## src/shared/isa_pkg.sv

```systemverilog
// Shared constants and types for the two-wire converter readout block
`default_nettype none

package isa_pkg;

    // ----------------------------------------------------------------
    // Clock and phase timing
    // ----------------------------------------------------------------
    localparam int          CLK_PERIOD_NS = 4;
    localparam int          ACQ_TIME_NS   = 1120;
    localparam int          CONV_TIME_NS  = 8960;
    localparam int          RES_BITS      = 12;
    localparam int          CNT_W         = 12;
    localparam logic [11:0] ACQ_CYC       =
        12'((ACQ_TIME_NS + CLK_PERIOD_NS - 1) / CLK_PERIOD_NS);
    localparam logic [11:0] CONV_CYC      = 12'(CONV_TIME_NS / CLK_PERIOD_NS);
    localparam logic [11:0] SLOT_CYC      = 12'(CONV_TIME_NS / CLK_PERIOD_NS / RES_BITS);

    // ----------------------------------------------------------------
    // Addressing and framing
    // ----------------------------------------------------------------
    // Device code value is arbitrary
    localparam logic [3:0]  DEV_CODE         = 4'h6;
    localparam logic [2:0]  ADDR_SEL_DEFAULT = 3'h5;
    localparam logic [3:0]  ADDR_BITS        = 4'h8;
    localparam logic [3:0]  BYTE_LAST        = 4'h7;
    localparam logic [3:0]  PAD_BITS         = 4'h4;
    localparam logic [3:0]  HI_PAD           = 4'h0;
    localparam logic        ACK_LEVEL        = 1'b0;
    localparam logic        RW_READ          = 1'b1;
    localparam logic [11:0] DAC_MSB          = 12'h800;
    localparam logic [3:0]  BIT_TOP          = 4'hb;

    // ----------------------------------------------------------------
    // State encodings
    // ----------------------------------------------------------------
    typedef enum logic [2:0] {
        BS_IDLE     = 3'h0,
        BS_ADDR     = 3'h1,
        BS_ADDR_ACK = 3'h3,
        BS_TX       = 3'h2,
        BS_TX_ACK   = 3'h6,
        BS_WAIT     = 3'h7
    } isa_bus_state_t;

    typedef enum logic [1:0] {
        CV_IDLE = 2'h0,
        CV_ACQ  = 2'h1,
        CV_CONV = 2'h3
    } isa_conv_state_t;

endpackage

`default_nettype wire

```

## src/logic/isa_sar_core.sv

```systemverilog
// Self-timed acquisition, successive approximation and result holding register
`default_nettype none

module isa_sar_core (
    // Clock and reset
    input  wire  logic        clk,
    input  wire  logic        nrst,
    // Conversion request
    input  wire  logic        start,
    // Analog front end
    input  wire  logic        cmp_above,
    output logic              sample_switch,
    output logic [11:0]       dac_code,
    // Holding register
    output logic [11:0]       result
);

    // ----------------------------------------------------------------
    // Conversion sequencer
    // ----------------------------------------------------------------
    isa_pkg::isa_conv_state_t state_q, state_d;
    logic [11:0]              cnt_q, cnt_d;
    logic [11:0]              slot_q, slot_d;
    logic [3:0]               bit_q, bit_d;
    logic                     fin_q, fin_d;
    logic [11:0]              dac_q, dac_d;
    logic [11:0]              res_q, res_d;
    logic                     samp_q, samp_d;
    logic                     done_q, done_d;

    always_comb
    begin
        state_d = state_q;
        cnt_d   = cnt_q;
        slot_d  = slot_q;
        bit_d   = bit_q;
        fin_d   = fin_q;
        dac_d   = dac_q;
        res_d   = res_q;
        samp_d  = samp_q;
        done_d  = 1'b0;
        case (state_q)
            isa_pkg::CV_IDLE:
            begin
                if (start)
                begin
                    state_d = isa_pkg::CV_ACQ;
                    samp_d  = 1'b1;
                    cnt_d   = '0;
                end
            end
            isa_pkg::CV_ACQ:
            begin
                // Counted on clk only, never on the serial clock
                if (cnt_q == isa_pkg::ACQ_CYC - 12'h001)
                begin
                    state_d = isa_pkg::CV_CONV;
                    samp_d  = 1'b0;
                    cnt_d   = '0;
                    slot_d  = '0;
                    bit_d   = isa_pkg::BIT_TOP;
                    fin_d   = 1'b0;
                    dac_d   = isa_pkg::DAC_MSB;
                end
                else
                begin
                    cnt_d = cnt_q + 12'h001;
                end
            end
            isa_pkg::CV_CONV:
            begin
                cnt_d = cnt_q + 12'h001;
                if (slot_q == isa_pkg::SLOT_CYC - 12'h001)
                begin
                    slot_d = '0;
                    if (!fin_q)
                    begin
                        // Keep or drop the trial bit, then try the next one
                        if (!cmp_above)
                            dac_d[bit_q] = 1'b0;
                        if (bit_q == 4'h0)
                            fin_d = 1'b1;
                        else
                        begin
                            dac_d[bit_q - 4'h1] = 1'b1;
                            bit_d = bit_q - 4'h1;
                        end
                    end
                end
                else
                begin
                    slot_d = slot_q + 12'h001;
                end
                // Whole result lands in one step
                if (cnt_q == isa_pkg::CONV_CYC - 12'h001)
                begin
                    state_d = isa_pkg::CV_IDLE;
                    res_d   = dac_q;
                    done_d  = 1'b1;
                end
            end
            default:
            begin
                state_d = isa_pkg::CV_IDLE;
                samp_d  = 1'b0;
            end
        endcase
    end

    always_ff @(posedge clk or negedge nrst)
    begin
        if (!nrst)
        begin
            state_q <= isa_pkg::CV_IDLE;
            cnt_q   <= '0;
            slot_q  <= '0;
            bit_q   <= '0;
            fin_q   <= 1'b0;
            dac_q   <= '0;
            res_q   <= '0;
            samp_q  <= 1'b0;
            done_q  <= 1'b0;
        end
        else
        begin
            state_q <= state_d;
            cnt_q   <= cnt_d;
            slot_q  <= slot_d;
            bit_q   <= bit_d;
            fin_q   <= fin_d;
            dac_q   <= dac_d;
            res_q   <= res_d;
            samp_q  <= samp_d;
            done_q  <= done_d;
        end
    end

    assign sample_switch = samp_q;
    assign dac_code      = dac_q;
    assign result        = res_q;

    // ----------------------------------------------------------------
    // Checks
    // ----------------------------------------------------------------
    localparam int ACQ_A  = int'(isa_pkg::ACQ_CYC);
    localparam int CONV_A = int'(isa_pkg::CONV_CYC);

    logic [11:0] conv_len_q;

    always_ff @(posedge clk or negedge nrst)
    begin
        if (!nrst)
            conv_len_q <= '0;
        else if (samp_q || done_q)
            conv_len_q <= '0;
        else if (state_q == isa_pkg::CV_CONV)
            conv_len_q <= conv_len_q + 12'h001;
    end
endmodule

`default_nettype wire

```

## src/logic/isa_readout.sv

```systemverilog
// Two-wire serial slave readout around the successive approximation core
//
// How it works
// - Data line changes only while serial clock is low, for both parties.
// - Data transition while clock high is start or stop, never data.
// - After acquisition open sample switch, resolve result by successive approximation.
// - Each conversion result is kept in a 12-bit register, readable anytime.
// - Result shifts out most significant bit first, unsigned binary.
// - Conversion phase after switch opens lasts 8.96 microseconds.
// - Conversion timing comes from internal clock, independent of serial clock.
// - Acquisition lasts 1.12 microseconds, timed by internal clock.
// - Transaction is start, address byte, two data bytes, master stop.
// - Master acknowledge after second byte triggers another conversion, 18 clocks each.
// - Slave address is 4-bit device code plus three select bits, default 101.
// - Write bit zero: acknowledge, release bus, start no conversion.
// - First byte four zeros plus upper nibble; second byte lower eight bits.
`default_nettype none

module isa_readout #(
    parameter logic [2:0] ADDR_SEL = isa_pkg::ADDR_SEL_DEFAULT
) (
    // Clock and reset
    input  wire  logic        clk,
    input  wire  logic        nrst,
    // Serial bus, open drain data
    input  wire  logic        scl,
    input  wire  logic        sda_in,
    output logic              sda_out,
    output logic              sda_oe,
    // Analog front end
    input  wire  logic        cmp_above,
    output logic              sample_switch,
    output logic [11:0]       dac_code,
    // Holding register
    output logic [11:0]       result
);

    // ----------------------------------------------------------------
    // Input synchronisers
    // ----------------------------------------------------------------
    logic [2:0] scl_sync_q, scl_sync_d;
    logic [2:0] sda_sync_q, sda_sync_d;

    always_comb
    begin
        // Stage 0 feeds stage 1 only; stage 2 keeps history
        scl_sync_d = {scl_sync_q[1:0], scl};
        sda_sync_d = {sda_sync_q[1:0], sda_in};
    end

    always_ff @(posedge clk or negedge nrst)
    begin
        if (!nrst)
        begin
            scl_sync_q <= '1;
            sda_sync_q <= '1;
        end
        else
        begin
            scl_sync_q <= scl_sync_d;
            sda_sync_q <= sda_sync_d;
        end
    end

    logic scl_now;
    logic scl_prev;
    logic sda_now;
    logic sda_prev;
    logic scl_rise;
    logic scl_fall;
    logic start_cond;
    logic stop_cond;
    logic frame_cond;

    assign scl_now    = scl_sync_q[1];
    assign scl_prev   = scl_sync_q[2];
    assign sda_now    = sda_sync_q[1];
    assign sda_prev   = sda_sync_q[2];
    assign scl_rise   = scl_now & ~scl_prev;
    assign scl_fall   = ~scl_now & scl_prev;
    // Data moving under a high clock is framing only
    assign start_cond = scl_now & scl_prev & sda_prev & ~sda_now;
    assign stop_cond  = scl_now & scl_prev & ~sda_prev & sda_now;
    assign frame_cond = start_cond | stop_cond;

    // ----------------------------------------------------------------
    // Bus state machine
    // ----------------------------------------------------------------
    isa_pkg::isa_bus_state_t st_q, st_d;
    logic [3:0]              cnt_q, cnt_d;
    logic [7:0]              sh_q, sh_d;
    logic [7:0]              tx_q, tx_d;
    logic [11:0]             snap_q, snap_d;
    logic                    low_q, low_d;
    logic                    rw_q, rw_d;
    logic                    ack_q, ack_d;
    logic                    oe_q, oe_d;
    logic                    out_q, out_d;
    logic                    conv_start_q, conv_start_d;
    logic [11:0]             result_w;

    always_comb
    begin
        st_d         = st_q;
        cnt_d        = cnt_q;
        sh_d         = sh_q;
        tx_d         = tx_q;
        snap_d       = snap_q;
        low_d        = low_q;
        rw_d         = rw_q;
        ack_d        = ack_q;
        oe_d         = oe_q;
        out_d        = 1'b0;
        conv_start_d = 1'b0;
        if (stop_cond)
        begin
            // Stop ends any transaction and frees the line
            st_d = isa_pkg::BS_IDLE;
            oe_d = 1'b0;
        end
        else if (start_cond)
        begin
            st_d  = isa_pkg::BS_ADDR;
            cnt_d = '0;
            oe_d  = 1'b0;
        end
        else
        begin
            case (st_q)
                isa_pkg::BS_IDLE:
                begin
                    oe_d = 1'b0;
                end
                isa_pkg::BS_ADDR:
                begin
                    if (scl_rise)
                    begin
                        sh_d  = {sh_q[6:0], sda_now};
                        cnt_d = cnt_q + 4'h1;
                    end
                    else if (scl_fall && cnt_q == isa_pkg::ADDR_BITS)
                    begin
                        // Match device code and select bits
                        if (sh_q[7:1] == {isa_pkg::DEV_CODE, ADDR_SEL})
                        begin
                            st_d         = isa_pkg::BS_ADDR_ACK;
                            oe_d         = 1'b1;
                            rw_d         = sh_q[0];
                            // Writes only get an acknowledge
                            conv_start_d = (sh_q[0] == isa_pkg::RW_READ);
                        end
                        else
                        begin
                            st_d = isa_pkg::BS_WAIT;
                        end
                    end
                end
                isa_pkg::BS_ADDR_ACK:
                begin
                    if (scl_fall)
                    begin
                        if (rw_q == isa_pkg::RW_READ)
                        begin
                            // Freeze a whole result for this pair
                            snap_d = result_w;
                            tx_d   = {isa_pkg::HI_PAD, result_w[11:8]};
                            low_d  = 1'b0;
                            cnt_d  = '0;
                            st_d   = isa_pkg::BS_TX;
                            oe_d   = ~isa_pkg::HI_PAD[3];
                        end
                        else
                        begin
                            st_d = isa_pkg::BS_WAIT;
                            oe_d = 1'b0;
                        end
                    end
                end
                isa_pkg::BS_TX:
                begin
                    if (scl_fall)
                    begin
                        if (cnt_q == isa_pkg::BYTE_LAST)
                        begin
                            st_d  = isa_pkg::BS_TX_ACK;
                            oe_d  = 1'b0;
                            ack_d = ~isa_pkg::ACK_LEVEL;
                        end
                        else
                        begin
                            // Drive changes only right after a clock fall
                            tx_d  = {tx_q[6:0], 1'b0};
                            oe_d  = ~tx_q[6];
                            cnt_d = cnt_q + 4'h1;
                        end
                    end
                end
                isa_pkg::BS_TX_ACK:
                begin
                    if (scl_rise)
                    begin
                        ack_d = sda_now;
                    end
                    else if (scl_fall)
                    begin
                        if (ack_q == isa_pkg::ACK_LEVEL)
                        begin
                            if (!low_q)
                            begin
                                tx_d  = snap_q[7:0];
                                low_d = 1'b1;
                            end
                            else
                            begin
                                // Acknowledged second byte: convert again
                                snap_d       = result_w;
                                tx_d         = {isa_pkg::HI_PAD, result_w[11:8]};
                                low_d        = 1'b0;
                                conv_start_d = 1'b1;
                            end
                            st_d  = isa_pkg::BS_TX;
                            cnt_d = '0;
                            oe_d  = ~tx_d[7];
                        end
                        else
                        begin
                            // No acknowledge: release and wait for stop
                            st_d = isa_pkg::BS_WAIT;
                            oe_d = 1'b0;
                        end
                    end
                end
                isa_pkg::BS_WAIT:
                begin
                    oe_d = 1'b0;
                end
                default:
                begin
                    st_d = isa_pkg::BS_IDLE;
                    oe_d = 1'b0;
                end
            endcase
        end
    end

    always_ff @(posedge clk or negedge nrst)
    begin
        if (!nrst)
        begin
            st_q         <= isa_pkg::BS_IDLE;
            cnt_q        <= '0;
            sh_q         <= '0;
            tx_q         <= '0;
            snap_q       <= '0;
            low_q        <= 1'b0;
            rw_q         <= 1'b0;
            ack_q        <= 1'b1;
            oe_q         <= 1'b0;
            out_q        <= 1'b0;
            conv_start_q <= 1'b0;
        end
        else
        begin
            st_q         <= st_d;
            cnt_q        <= cnt_d;
            sh_q         <= sh_d;
            tx_q         <= tx_d;
            snap_q       <= snap_d;
            low_q        <= low_d;
            rw_q         <= rw_d;
            ack_q        <= ack_d;
            oe_q         <= oe_d;
            out_q        <= out_d;
            conv_start_q <= conv_start_d;
        end
    end

    assign sda_out = out_q;
    assign sda_oe  = oe_q;
    assign result  = result_w;

    // ----------------------------------------------------------------
    // Converter core
    // ----------------------------------------------------------------
    isa_sar_core u_core (
        .clk           (clk),
        .nrst          (nrst),
        .start         (conv_start_q),
        .cmp_above     (cmp_above),
        .sample_switch (sample_switch),
        .dac_code      (dac_code),
        .result        (result_w)
    );
endmodule

`default_nettype wire

```

## config.mk

```make
export PLATFORM = sky130hd
export DESIGN_NAME = isa_readout
export DESIGN_NICKNAME = d
export VERILOG_FILES = /design/src/shared/isa_pkg.sv /design/src/logic/isa_sar_core.sv /design/src/logic/isa_readout.sv
export SDC_FILE = /design/constraint.sdc
export NUM_CORES = 1
export LEC_CHECK = 0
export BUFFER_PORTS_ARGS = -buffer_cell sky130_fd_sc_hd__buf_2
export CAP_MARGIN = 5
export CELL_PAD_IN_SITES_DETAIL_PLACEMENT = 2
export CELL_PAD_IN_SITES_GLOBAL_PLACEMENT = 2
export CORE_ASPECT_RATIO = 0.75
export CORE_UTILIZATION = 40
export CTS_CLUSTER_DIAMETER = 120
export CTS_CLUSTER_SIZE = 30
export DETAILED_ROUTE_END_ITERATION = 10
export HOLD_SLACK_MARGIN = 0.03
export PLACE_DENSITY = 0.91
export SETUP_SLACK_MARGIN = 0.15
export SYNTH_ARGS = -nofsm -noshare
export SYNTH_HDL_FRONTEND = slang
export SYNTH_HIERARCHICAL = 1
export SYNTH_SLANG_ARGS = --single-unit
```

## constraint.sdc

```tcl
create_clock -name clk -period 2.98 [get_ports clk]
set_clock_uncertainty 0.2 [all_clocks]
set_input_delay 0.149 -clock clk [delete_from_list [all_inputs] [get_ports clk]]
set_output_delay 0.149 -clock clk [all_outputs]
set_load 0.02 [all_outputs]
```

==> results of run 1 <==
==> routing by layer <==
metal	GRT usage	up-vias	routed length (um)
met5	0	-	0
met4	0.1189	0	542
met3	0.05631	49	608
met2	0.4860	107	8968
met1	0.3372	2266	7246
li1	-	1903	-
==> Yosys cell counts (4+ instances only) <==
master / count / share of area
o21ai_1: 5 / 0.0048
nor3_1: 10 / 0.0097
a22o_1: 7 / 0.012
buf_2: 4 / 0.0039
nor2b_1: 8 / 0.0097
nor2_1: 25 / 0.018
and3_1: 4 / 0.0048
buf_6: 5 / 0.011
nand3_1: 18 / 0.017
ha_1: 10 / 0.024
a21boi_0: 4 / 0.0058
nor3b_1: 4 / 0.0058
nand4_1: 7 / 0.0085
dfrtp_1: 90 / 0.44
a21oi_1: 17 / 0.016
mux2_2: 30 / 0.065
inv_1: 16 / 0.012
dfstp_2: 7 / 0.036
o21ai_0: 37 / 0.036
mux2_4: 8 / 0.023
o211ai_1: 13 / 0.019
xnor2_1: 6 / 0.010
nand2b_1: 14 / 0.017
a31oi_1: 9 / 0.011
clkbuf_1: 9 / 0.0065
o22ai_1: 8 / 0.0097
nand2_1: 52 / 0.038
and2_1: 4 / 0.0048
or3_1: 5 / 0.0061
==> cells in the final DEF (no fill, tap or decap), types with 5 or more instances in the layout <==
cell and n:
clkbuf_16 9, nor2_1 25, nand2b_1 14, xnor2_1 6, o21ai_1 5, a21oi_1 17
dfstp_2 7, nand2_1 52, o22ai_1 8, ha_1 10, nor2b_1 8, nor3_1 10
inv_1 16, buf_2 29, o211ai_1 13, mux2_2 30, nand3_1 18, a31oi_1 9
dfrtp_1 90, o21ai_0 37, nand4_1 7, a22o_1 7, buf_4 6, or3_1 5
mux2_4 8
==> report_power, final <==
part	total (mW)	switching [mW]	internal, mW
clock network	1.21	0.532	0.677
logic	0.906	0.545	0.361
registers	1.56	0.133	1.42
==> repair_timing <==
| item | CTS | global route |
|---|---|---|
| hold endpoints to repair | 92 | 0 |
| resized for setup | 0 | 3 |
| endpoints found under the setup margin | 0 | 12 |
| hold buffers | 4 | 0 |
==> flip-flops by register name, summed over array words and instances, names as in the netlist <==
register,cells
ack_q,1
cnt_q,4
conv_start_q,1
low_q,1
rw_q,1
scl_sync_q,3
sda_oe,1
sda_sync_q,3
sh_q,8
snap_q,8
st_q,3
tx_q,7
u_core/bit_q,4
u_core/cnt_q,12
u_core/dac_code,12
u_core/fin_q,1
u_core/result,12
u_core/sample_switch,1
u_core/slot_q,12
u_core/state_q,2
==> per-stage QoR <==
step / setup slack, ns / util / instances / power [mW]
floorplan: 0.5778 / - / 501 / 2.137
global placement: 0.3591 / 0.4394 / 683 / 2.327
detailed placement: 0.2598 / 0.4394 / 683 / 2.423
CTS: 0.1551 / 0.4671 / 703 / 3.687
global route: 0.1416 / 0.4685 / 703 / 3.830
finish: 0.2600 / 0.4685 / 703 / 3.673
==> worst max-delay path, stage by stage (launching register included) <==
cell and delay [ns]:
dfrtp_1 0.40, ha_1 0.27, or4bb_4 0.62, nor4_4 0.34, and2_1 0.38, nor2_1 0.13, o21ai_1 0.27
==> cell families after synthesis <==
family / share of synthesized area
buf+inv: 0.03533
compound gates: 0.1600
simple gates: 0.2009
flops: 0.4712
mux: 0.09245
xor+xnor: 0.01525
other cells: 0.0007253
fa+ha+maj: 0.02420
==> final timing paths <==
| path | start | to | slack (ns) | depth (start not counted) |
|---|---|---|---|---|
| worst max register to register | u_core/cnt_q[0] | u_core/bit_q[2] | 0.26 | 6 |
| max in group asynchronous | nrst | u_core/slot_q[9] | 1.38 | 3 |
| worst min-delay path | cmp_above | u_core/dac_code[5] | 0.10 | 4 |
| worst max-delay path | u_core/cnt_q[0] | u_core/bit_q[2] | 0.26 | 6 |
| worst min register to register | scl_sync_q[0] | scl_sync_q[1] | 0.17 | 0 |
| min in group asynchronous | nrst | u_core/cnt_q[0] | 0.19 | 3 |
==> area by class of cell <==
type                            count  area (sq um)
Clock buffer                       10         239.0
Clock inverter                      6         65.06
Fill cell                        1302          6610
Inverter                           16         60.06
Multi-Input combinational cell    368          2569
Sequential cell                    97          2436
Tap cell                          166         207.7
Timing Repair Buffer               40         250.2
==> results.py, run 1 <==
metrics = {
    "status": {
        "outcome": "finished, final reports clean",
    },
    "cells_and_area": {
        "area_delta_synth_final_pct": 12.71,
        "final_cell_area_sq_mm": 0.005827,
        "antenna_cells": 0,
        "fin_nets": 547,
        "drive_gt1_frac": 0.2160,
    },
    "power": {
        "p_leak_nw": 2.496,
        "ir_drop_mv": 0.3085,
        "powerDensity_mw_per_mm2": 630.3,
    },
    "clock_tree": {
        "htree_levels": 3,
        "root_buffer": "clkbuf_16",
        "clk_latency_ns": 0.36,
        "clock_path_buffers": 2,
        "clock-sinks": 97,
        "cts_setup_buffers": 0,
        "cts-buffers-inserted": 9,
        "cts_tree": "built",
        "clkTransAtPathRegs_ns": 0.08,
    },
    "sta": {
        "fin_crit_sh": 0.9128,
        "final_max_slew_viol_count": 0,
        "rsz0062_at_grt": "no",
        "fmax_mhz": 367.6,
        "worst_pin_slew_ns": 0.8279,
        "finalHoldViolations": 0,
        "finalSetupViolCount": 0,
        "fin_tns_setup_ns": 0,
        "hold_ws_ns": 0.1040,
        "relSlewSlack": 0.4480,
        "period_minus_slack_ns": 2.720,
    },
    "worst_setup_path": {
        "worst-path-max-fanout": 5,
        "crit_path_start_kind": "flip-flop",
        "crit_path_end_kind": "flip-flop",
        "worstPathArrival_ns": 2.76,
        "worstPathRequired_ns": 3.02,
        "path_class": "flip-flop to flip-flop",
    },
    "job": {
        "drv_cap": 0,
    },
    "place": {
        "routabilityCongestion": 0.8321,
        "dp_hpwl_um": 11800,
        "port_buffers": 30,
        "placed_cell_area_sq_mm": 0.005465,
    },
    "floorplanning": {
        "floorplan.initialDensity": 0.4157,
        "die_area_sq_mm": 0.01339,
        "num_io_pins": 32,
        "std_cell_rows": 35,
        "fp.dieH_um": 100.5,
        "core_sq_mm": 0.01244,
        "die_w_um": 133.3,
    },
    "detailed_routing": {
        "wl_um": 17370,
        "vias": 4325,
        "first_pass_iters": 4,
        "wl_per_cell_um": 24.70,
        "vias_per_cell": 6.152,
        "drc": 0,
        "detail-route-antenna-nets": 0,
        "drt_iter0_drc": 157,
    },
    "logic_synthesis": {
        "synth_ff_type": "dfrtp_1",
        "synthCells": 501,
        "mappedNetlistArea_sq_mm": 0.005170,
        "synth_nets": 516,
        "synth.distinct_cells": 69,
        "yosysSeqAreaShare": 0.4712,
        "avgSynthCellArea_sq_um": 10.32,
        "synth_edf_count": 0,
        "ys_warn_count": 6,
        "synthArstFlopShare": 1.000,
        "ys_ff_latch": 97,
    },
    "global_routing": {
        "grt_overflow": 0,
        "antenna_found_initial": 0,
        "track_usage": 0.2785,
        "grt_pass1_wl_um": 28010,
        "grt_max_degree": 83,
        "grt_pass1_vias": 4807,
    },
    "worst_hold_path": {
        "hold_class": "input pin to flip-flop",
    },
}
(Power assumes the default switching activity.)
==> inputs of run 2 (changes only) <==
--- a/config.mk
+++ b/config.mk
@@ -5,18 +5,19 @@
 export SDC_FILE = /design/constraint.sdc
 export NUM_CORES = 1
 export LEC_CHECK = 0
+export ABC_AREA = 1
 export BUFFER_PORTS_ARGS = -buffer_cell sky130_fd_sc_hd__buf_2
 export CAP_MARGIN = 5
 export CELL_PAD_IN_SITES_DETAIL_PLACEMENT = 2
 export CELL_PAD_IN_SITES_GLOBAL_PLACEMENT = 2
 export CORE_ASPECT_RATIO = 0.75
-export CORE_UTILIZATION = 40
+export CORE_UTILIZATION = 36
 export CTS_CLUSTER_DIAMETER = 120
 export CTS_CLUSTER_SIZE = 30
 export DETAILED_ROUTE_END_ITERATION = 10
 export HOLD_SLACK_MARGIN = 0.03
-export PLACE_DENSITY = 0.91
-export SETUP_SLACK_MARGIN = 0.15
+export PLACE_DENSITY = 0.9
+export SETUP_SLACK_MARGIN = 0.1
 export SYNTH_ARGS = -nofsm -noshare
 export SYNTH_HDL_FRONTEND = slang
 export SYNTH_HIERARCHICAL = 1
==> run 2 against run 1 <==
Worst hold slack barely moved. Power fell by 0.54%. Cell count is 35% higher. Via count grew 14%. Global-route usage shrank 3.1 points. Critical path depth is 1 higher. Clock-buffer cell count is 1 lower. Register-to-register slack improved by 0.31 ns. Synthesized area increased by 5.7%. Setup slack improved by 0.31 ns. Sequential power rose by 4%. First-iteration DRC count increased by 52%. Critical path type unchanged.
==> results.py, run 2 <==
metrics = {
    "global_routing": {
        "grt_pass1_wl_um": 29620,
        "track_usage": 0.2477,
        "grt_overflow": 0,
        "antenna_found_initial": 0,
        "grt_pass1_vias": 5574,
        "grt_max_degree": 61,
    },
    "cells_and_area": {
        "drive_gt1_frac": 0.1520,
        "fillCellCount": 1746,
        "final_common_cell": "nand2_1",
        "area_delta_synth_final_pct": 10.85,
        "fin_nets": 760,
        "layout_common_cells": "nand2_1, dfrtp_1, nor2_1",
        "antenna_cells": 0,
    },
    "floorplanning": {
        "die_w_um": 144.3,
        "die_area_sq_mm": 0.01569,
        "core_sq_mm": 0.01464,
        "num_io_pins": 32,
        "fp.dieH_um": 108.7,
        "std_cell_rows": 38,
        "floorplan.initialDensity": 0.3733,
    },
    "clock_tree": {
        "clk_latency_ns": 0.35,
        "cts_setup_buffers": 0,
        "cts_tree": "built",
        "clock-sinks": 97,
        "clkTransAtPathRegs_ns": 0.07,
        "clock_path_buffers": 2,
        "cts-buffers-inserted": 9,
        "htree_levels": 3,
        "root_buffer": "clkbuf_16",
    },
    "worst_setup_path": {
        "crit_slowest_cell": "dfrtp_1",
        "cp_slowest_stage_delay_ns": 0.54,
        "crit_path_end_kind": "flip-flop",
        "worst-path-max-fanout": 16,
        "worst_path_most_repeated_cell": "nand2_2",
        "cp_cell_sequence": "nand2_2 -> nor2_2 -> nand3_4 -> nand2_4 -> nand2_2 -> nand2_1 -> o21ai_1",
        "path_class": "flip-flop to flip-flop",
        "worstPathRequired_ns": 3.00,
        "crit_path_start_kind": "flip-flop",
        "worstPathArrival_ns": 2.43,
    },
    "job": {
        "drv_cap": 0,
    },
    "logic_synthesis": {
        "synth_edf_count": 0,
        "synthCells": 717,
        "synth-xor-area-share": 0.004807,
        "ys_top_cells_by_count": "nand2_1, dfrtp_1, nor2_1",
        "synth_ff_type": "dfrtp_1",
        "synth.top_cell.area_share": 0.4120,
        "synthMuxAreaShare": 0.01167,
        "ys_ff_latch": 97,
        "synth-compound-area-share": 0.09361,
        "yosys-top-cells-area": "dfrtp_1, nand2_1, nor2_1",
        "yosysSeqAreaShare": 0.4456,
        "synth.distinct_cells": 41,
        "synthArstFlopShare": 1.000,
        "synth_top_family_by_area": "simple AND/OR/NAND/NOR gates",
        "synth.most_common_cell": "nand2_1",
        "synth_nets": 732,
        "synth-simple-area-share": 0.3433,
        "yosys.area.top_type": "dfrtp_1",
        "avgSynthCellArea_sq_um": 7.624,
        "synthAdderAreaFrac": 0.02289,
        "ys_warn_count": 6,
        "mappedNetlistArea_sq_mm": 0.005466,
    },
    "place": {
        "routabilityCongestion": 0.8268,
        "port_buffers": 30,
        "place_ws_ns": 0.6477,
        "dp_hpwl_um": 13030,
    },
    "detailed_routing": {
        "wl_per_cell_um": 18.84,
        "wl_um": 17900,
        "vias": 4935,
        "first_pass_iters": 6,
        "drt_iter0_drc": 239,
        "vias_per_cell": 5.195,
        "detail-route-antenna-nets": 0,
        "drc": 0,
    },
    "sta": {
        "rsz0062_at_grt": "no",
        "worst_pin_slew_ns": 0.6775,
        "relSlewSlack": 0.5483,
        "finalHoldViolations": 0,
        "period_minus_slack_ns": 2.414,
        "finalSetupViolCount": 0,
        "fin_crit_sh": 0.8102,
        "worst_slack_ns": 0.5656,
        "fin_tns_setup_ns": 0,
        "fmax_mhz": 414.2,
        "final_max_slew_viol_count": 0,
    },
    "status": {
        "outcome": "finished, final reports clean",
    },
    "worst_hold_path": {
        "hold_class": "input pin to asynchronous set/reset pin",
    },
    "power": {
        "powerDensity_mw_per_mm2": 602.9,
        "p_leak_nw": 2.948,
        "ir_drop_mv": 0.2986,
    },
}
-- run 2: cell types whose count changed in the layout (fill, tap and decap cells not counted), sizes merged, moves of 10 or more --
cell,change
nand2,+201
a21oi,-10
o211ai,-10
nand2b,-14
inv,+60
nor2,+60
mux2,-35
o21ai,+21
nand3,+34
-- run 2: layout make-up --
class                   instances  area, sq um  share of cell area
flip-flops and latches         97         2436              0.4020
clock buffers                   9        225.2             0.03717
inverters                      76        285.3             0.04708
well taps                     200        250.2             0.04130
clock inverters                 7        52.55            0.008672
repair buffers                 34        202.7             0.03345
multi-input cells             527         2608              0.4303
-- run 2: worst max-delay path: cells and delay by family, from the launching register on --
| family | cells | cell delay [ns] |
|---|---|---|
| and+or+nand+nor | 6 | 1.40 |
| DFF | 1 | 0.54 |
| AOI/OAI and AO/OA | 1 | 0.12 |
-- run 2: timing repair --
| item | CTS | global route |
|---|---|---|
| hold buffers | 3 | 0 |
| endpoints found under the hold margin | 39 | 0 |
| gates resized for setup | 0 | 0 |
-- run 2: kinds of logic (layout without fill, tap and decap cells) --
group                    count (synthesis)  after routing
AND/OR/NAND/NOR                        423            423
flip-flops                              97             97
buffers and inverters                   93            126
AO/OA/AOI/OAI                           84             84
adder cells (fa/ha/maj)                 10             10
multiplexers                             6              6
XOR/XNOR                                 3              3
other                                    1              1
-- run 2: worst paths after layout --
check / from / end / slack (ns) / depth (start not counted)
worst max-delay path: u_core/state_q[0] / u_core/bit_q[2] / 0.57 / 7
worst min-delay path: nrst / u_core/slot_q[4] / 0.10 / 2
worst max register to register: u_core/state_q[0] / u_core/bit_q[2] / 0.57 / 7
worst min register to register: scl_sync_q[0] / scl_sync_q[1] / 0.17 / 0
max in group asynchronous: nrst / u_core/cnt_q[6] / 1.74 / 3
min in group clk: cmp_above / u_core/dac_code[11] / 0.14 / 7
-- run 2: metrics by stage --
stage / utilization / instance area, sq um / cells / hold WS, ns / power (mW)
floorplan: - / 5466 / 717 / -0.3466 / 2.266
global placement: 0.3928 / 5752 / 931 / -0.04396 / 2.445
detailed placement: 0.3928 / 5752 / 931 / -0.03788 / 2.548
CTS: 0.4138 / 6060 / 950 / 0.1143 / 3.696
global route: 0.4138 / 6060 / 950 / 0.1455 / 3.866
finish: 0.4138 / 6060 / 950 / 0.1039 / 3.653
-- run 2: routing by layer --
layer | up-vias | wire length (um) | global-route usage
met3 | 27 | 366 | 0.03865
met5 | - | 0 | 0
met1 | 2517 | 8196 | 0.3128
met2 | 56 | 9003 | 0.4330
li1 | 2335 | - | -
met4 | 0 | 334 | 0.08120
-- run 2: power breakdown --
group          internal (mW)  switching [mW]  total (mW)
Combinational          0.264           0.632       0.896
Sequential              1.46           0.170        1.63
Clock                  0.574           0.553        1.13
Total                   2.30            1.36        3.65
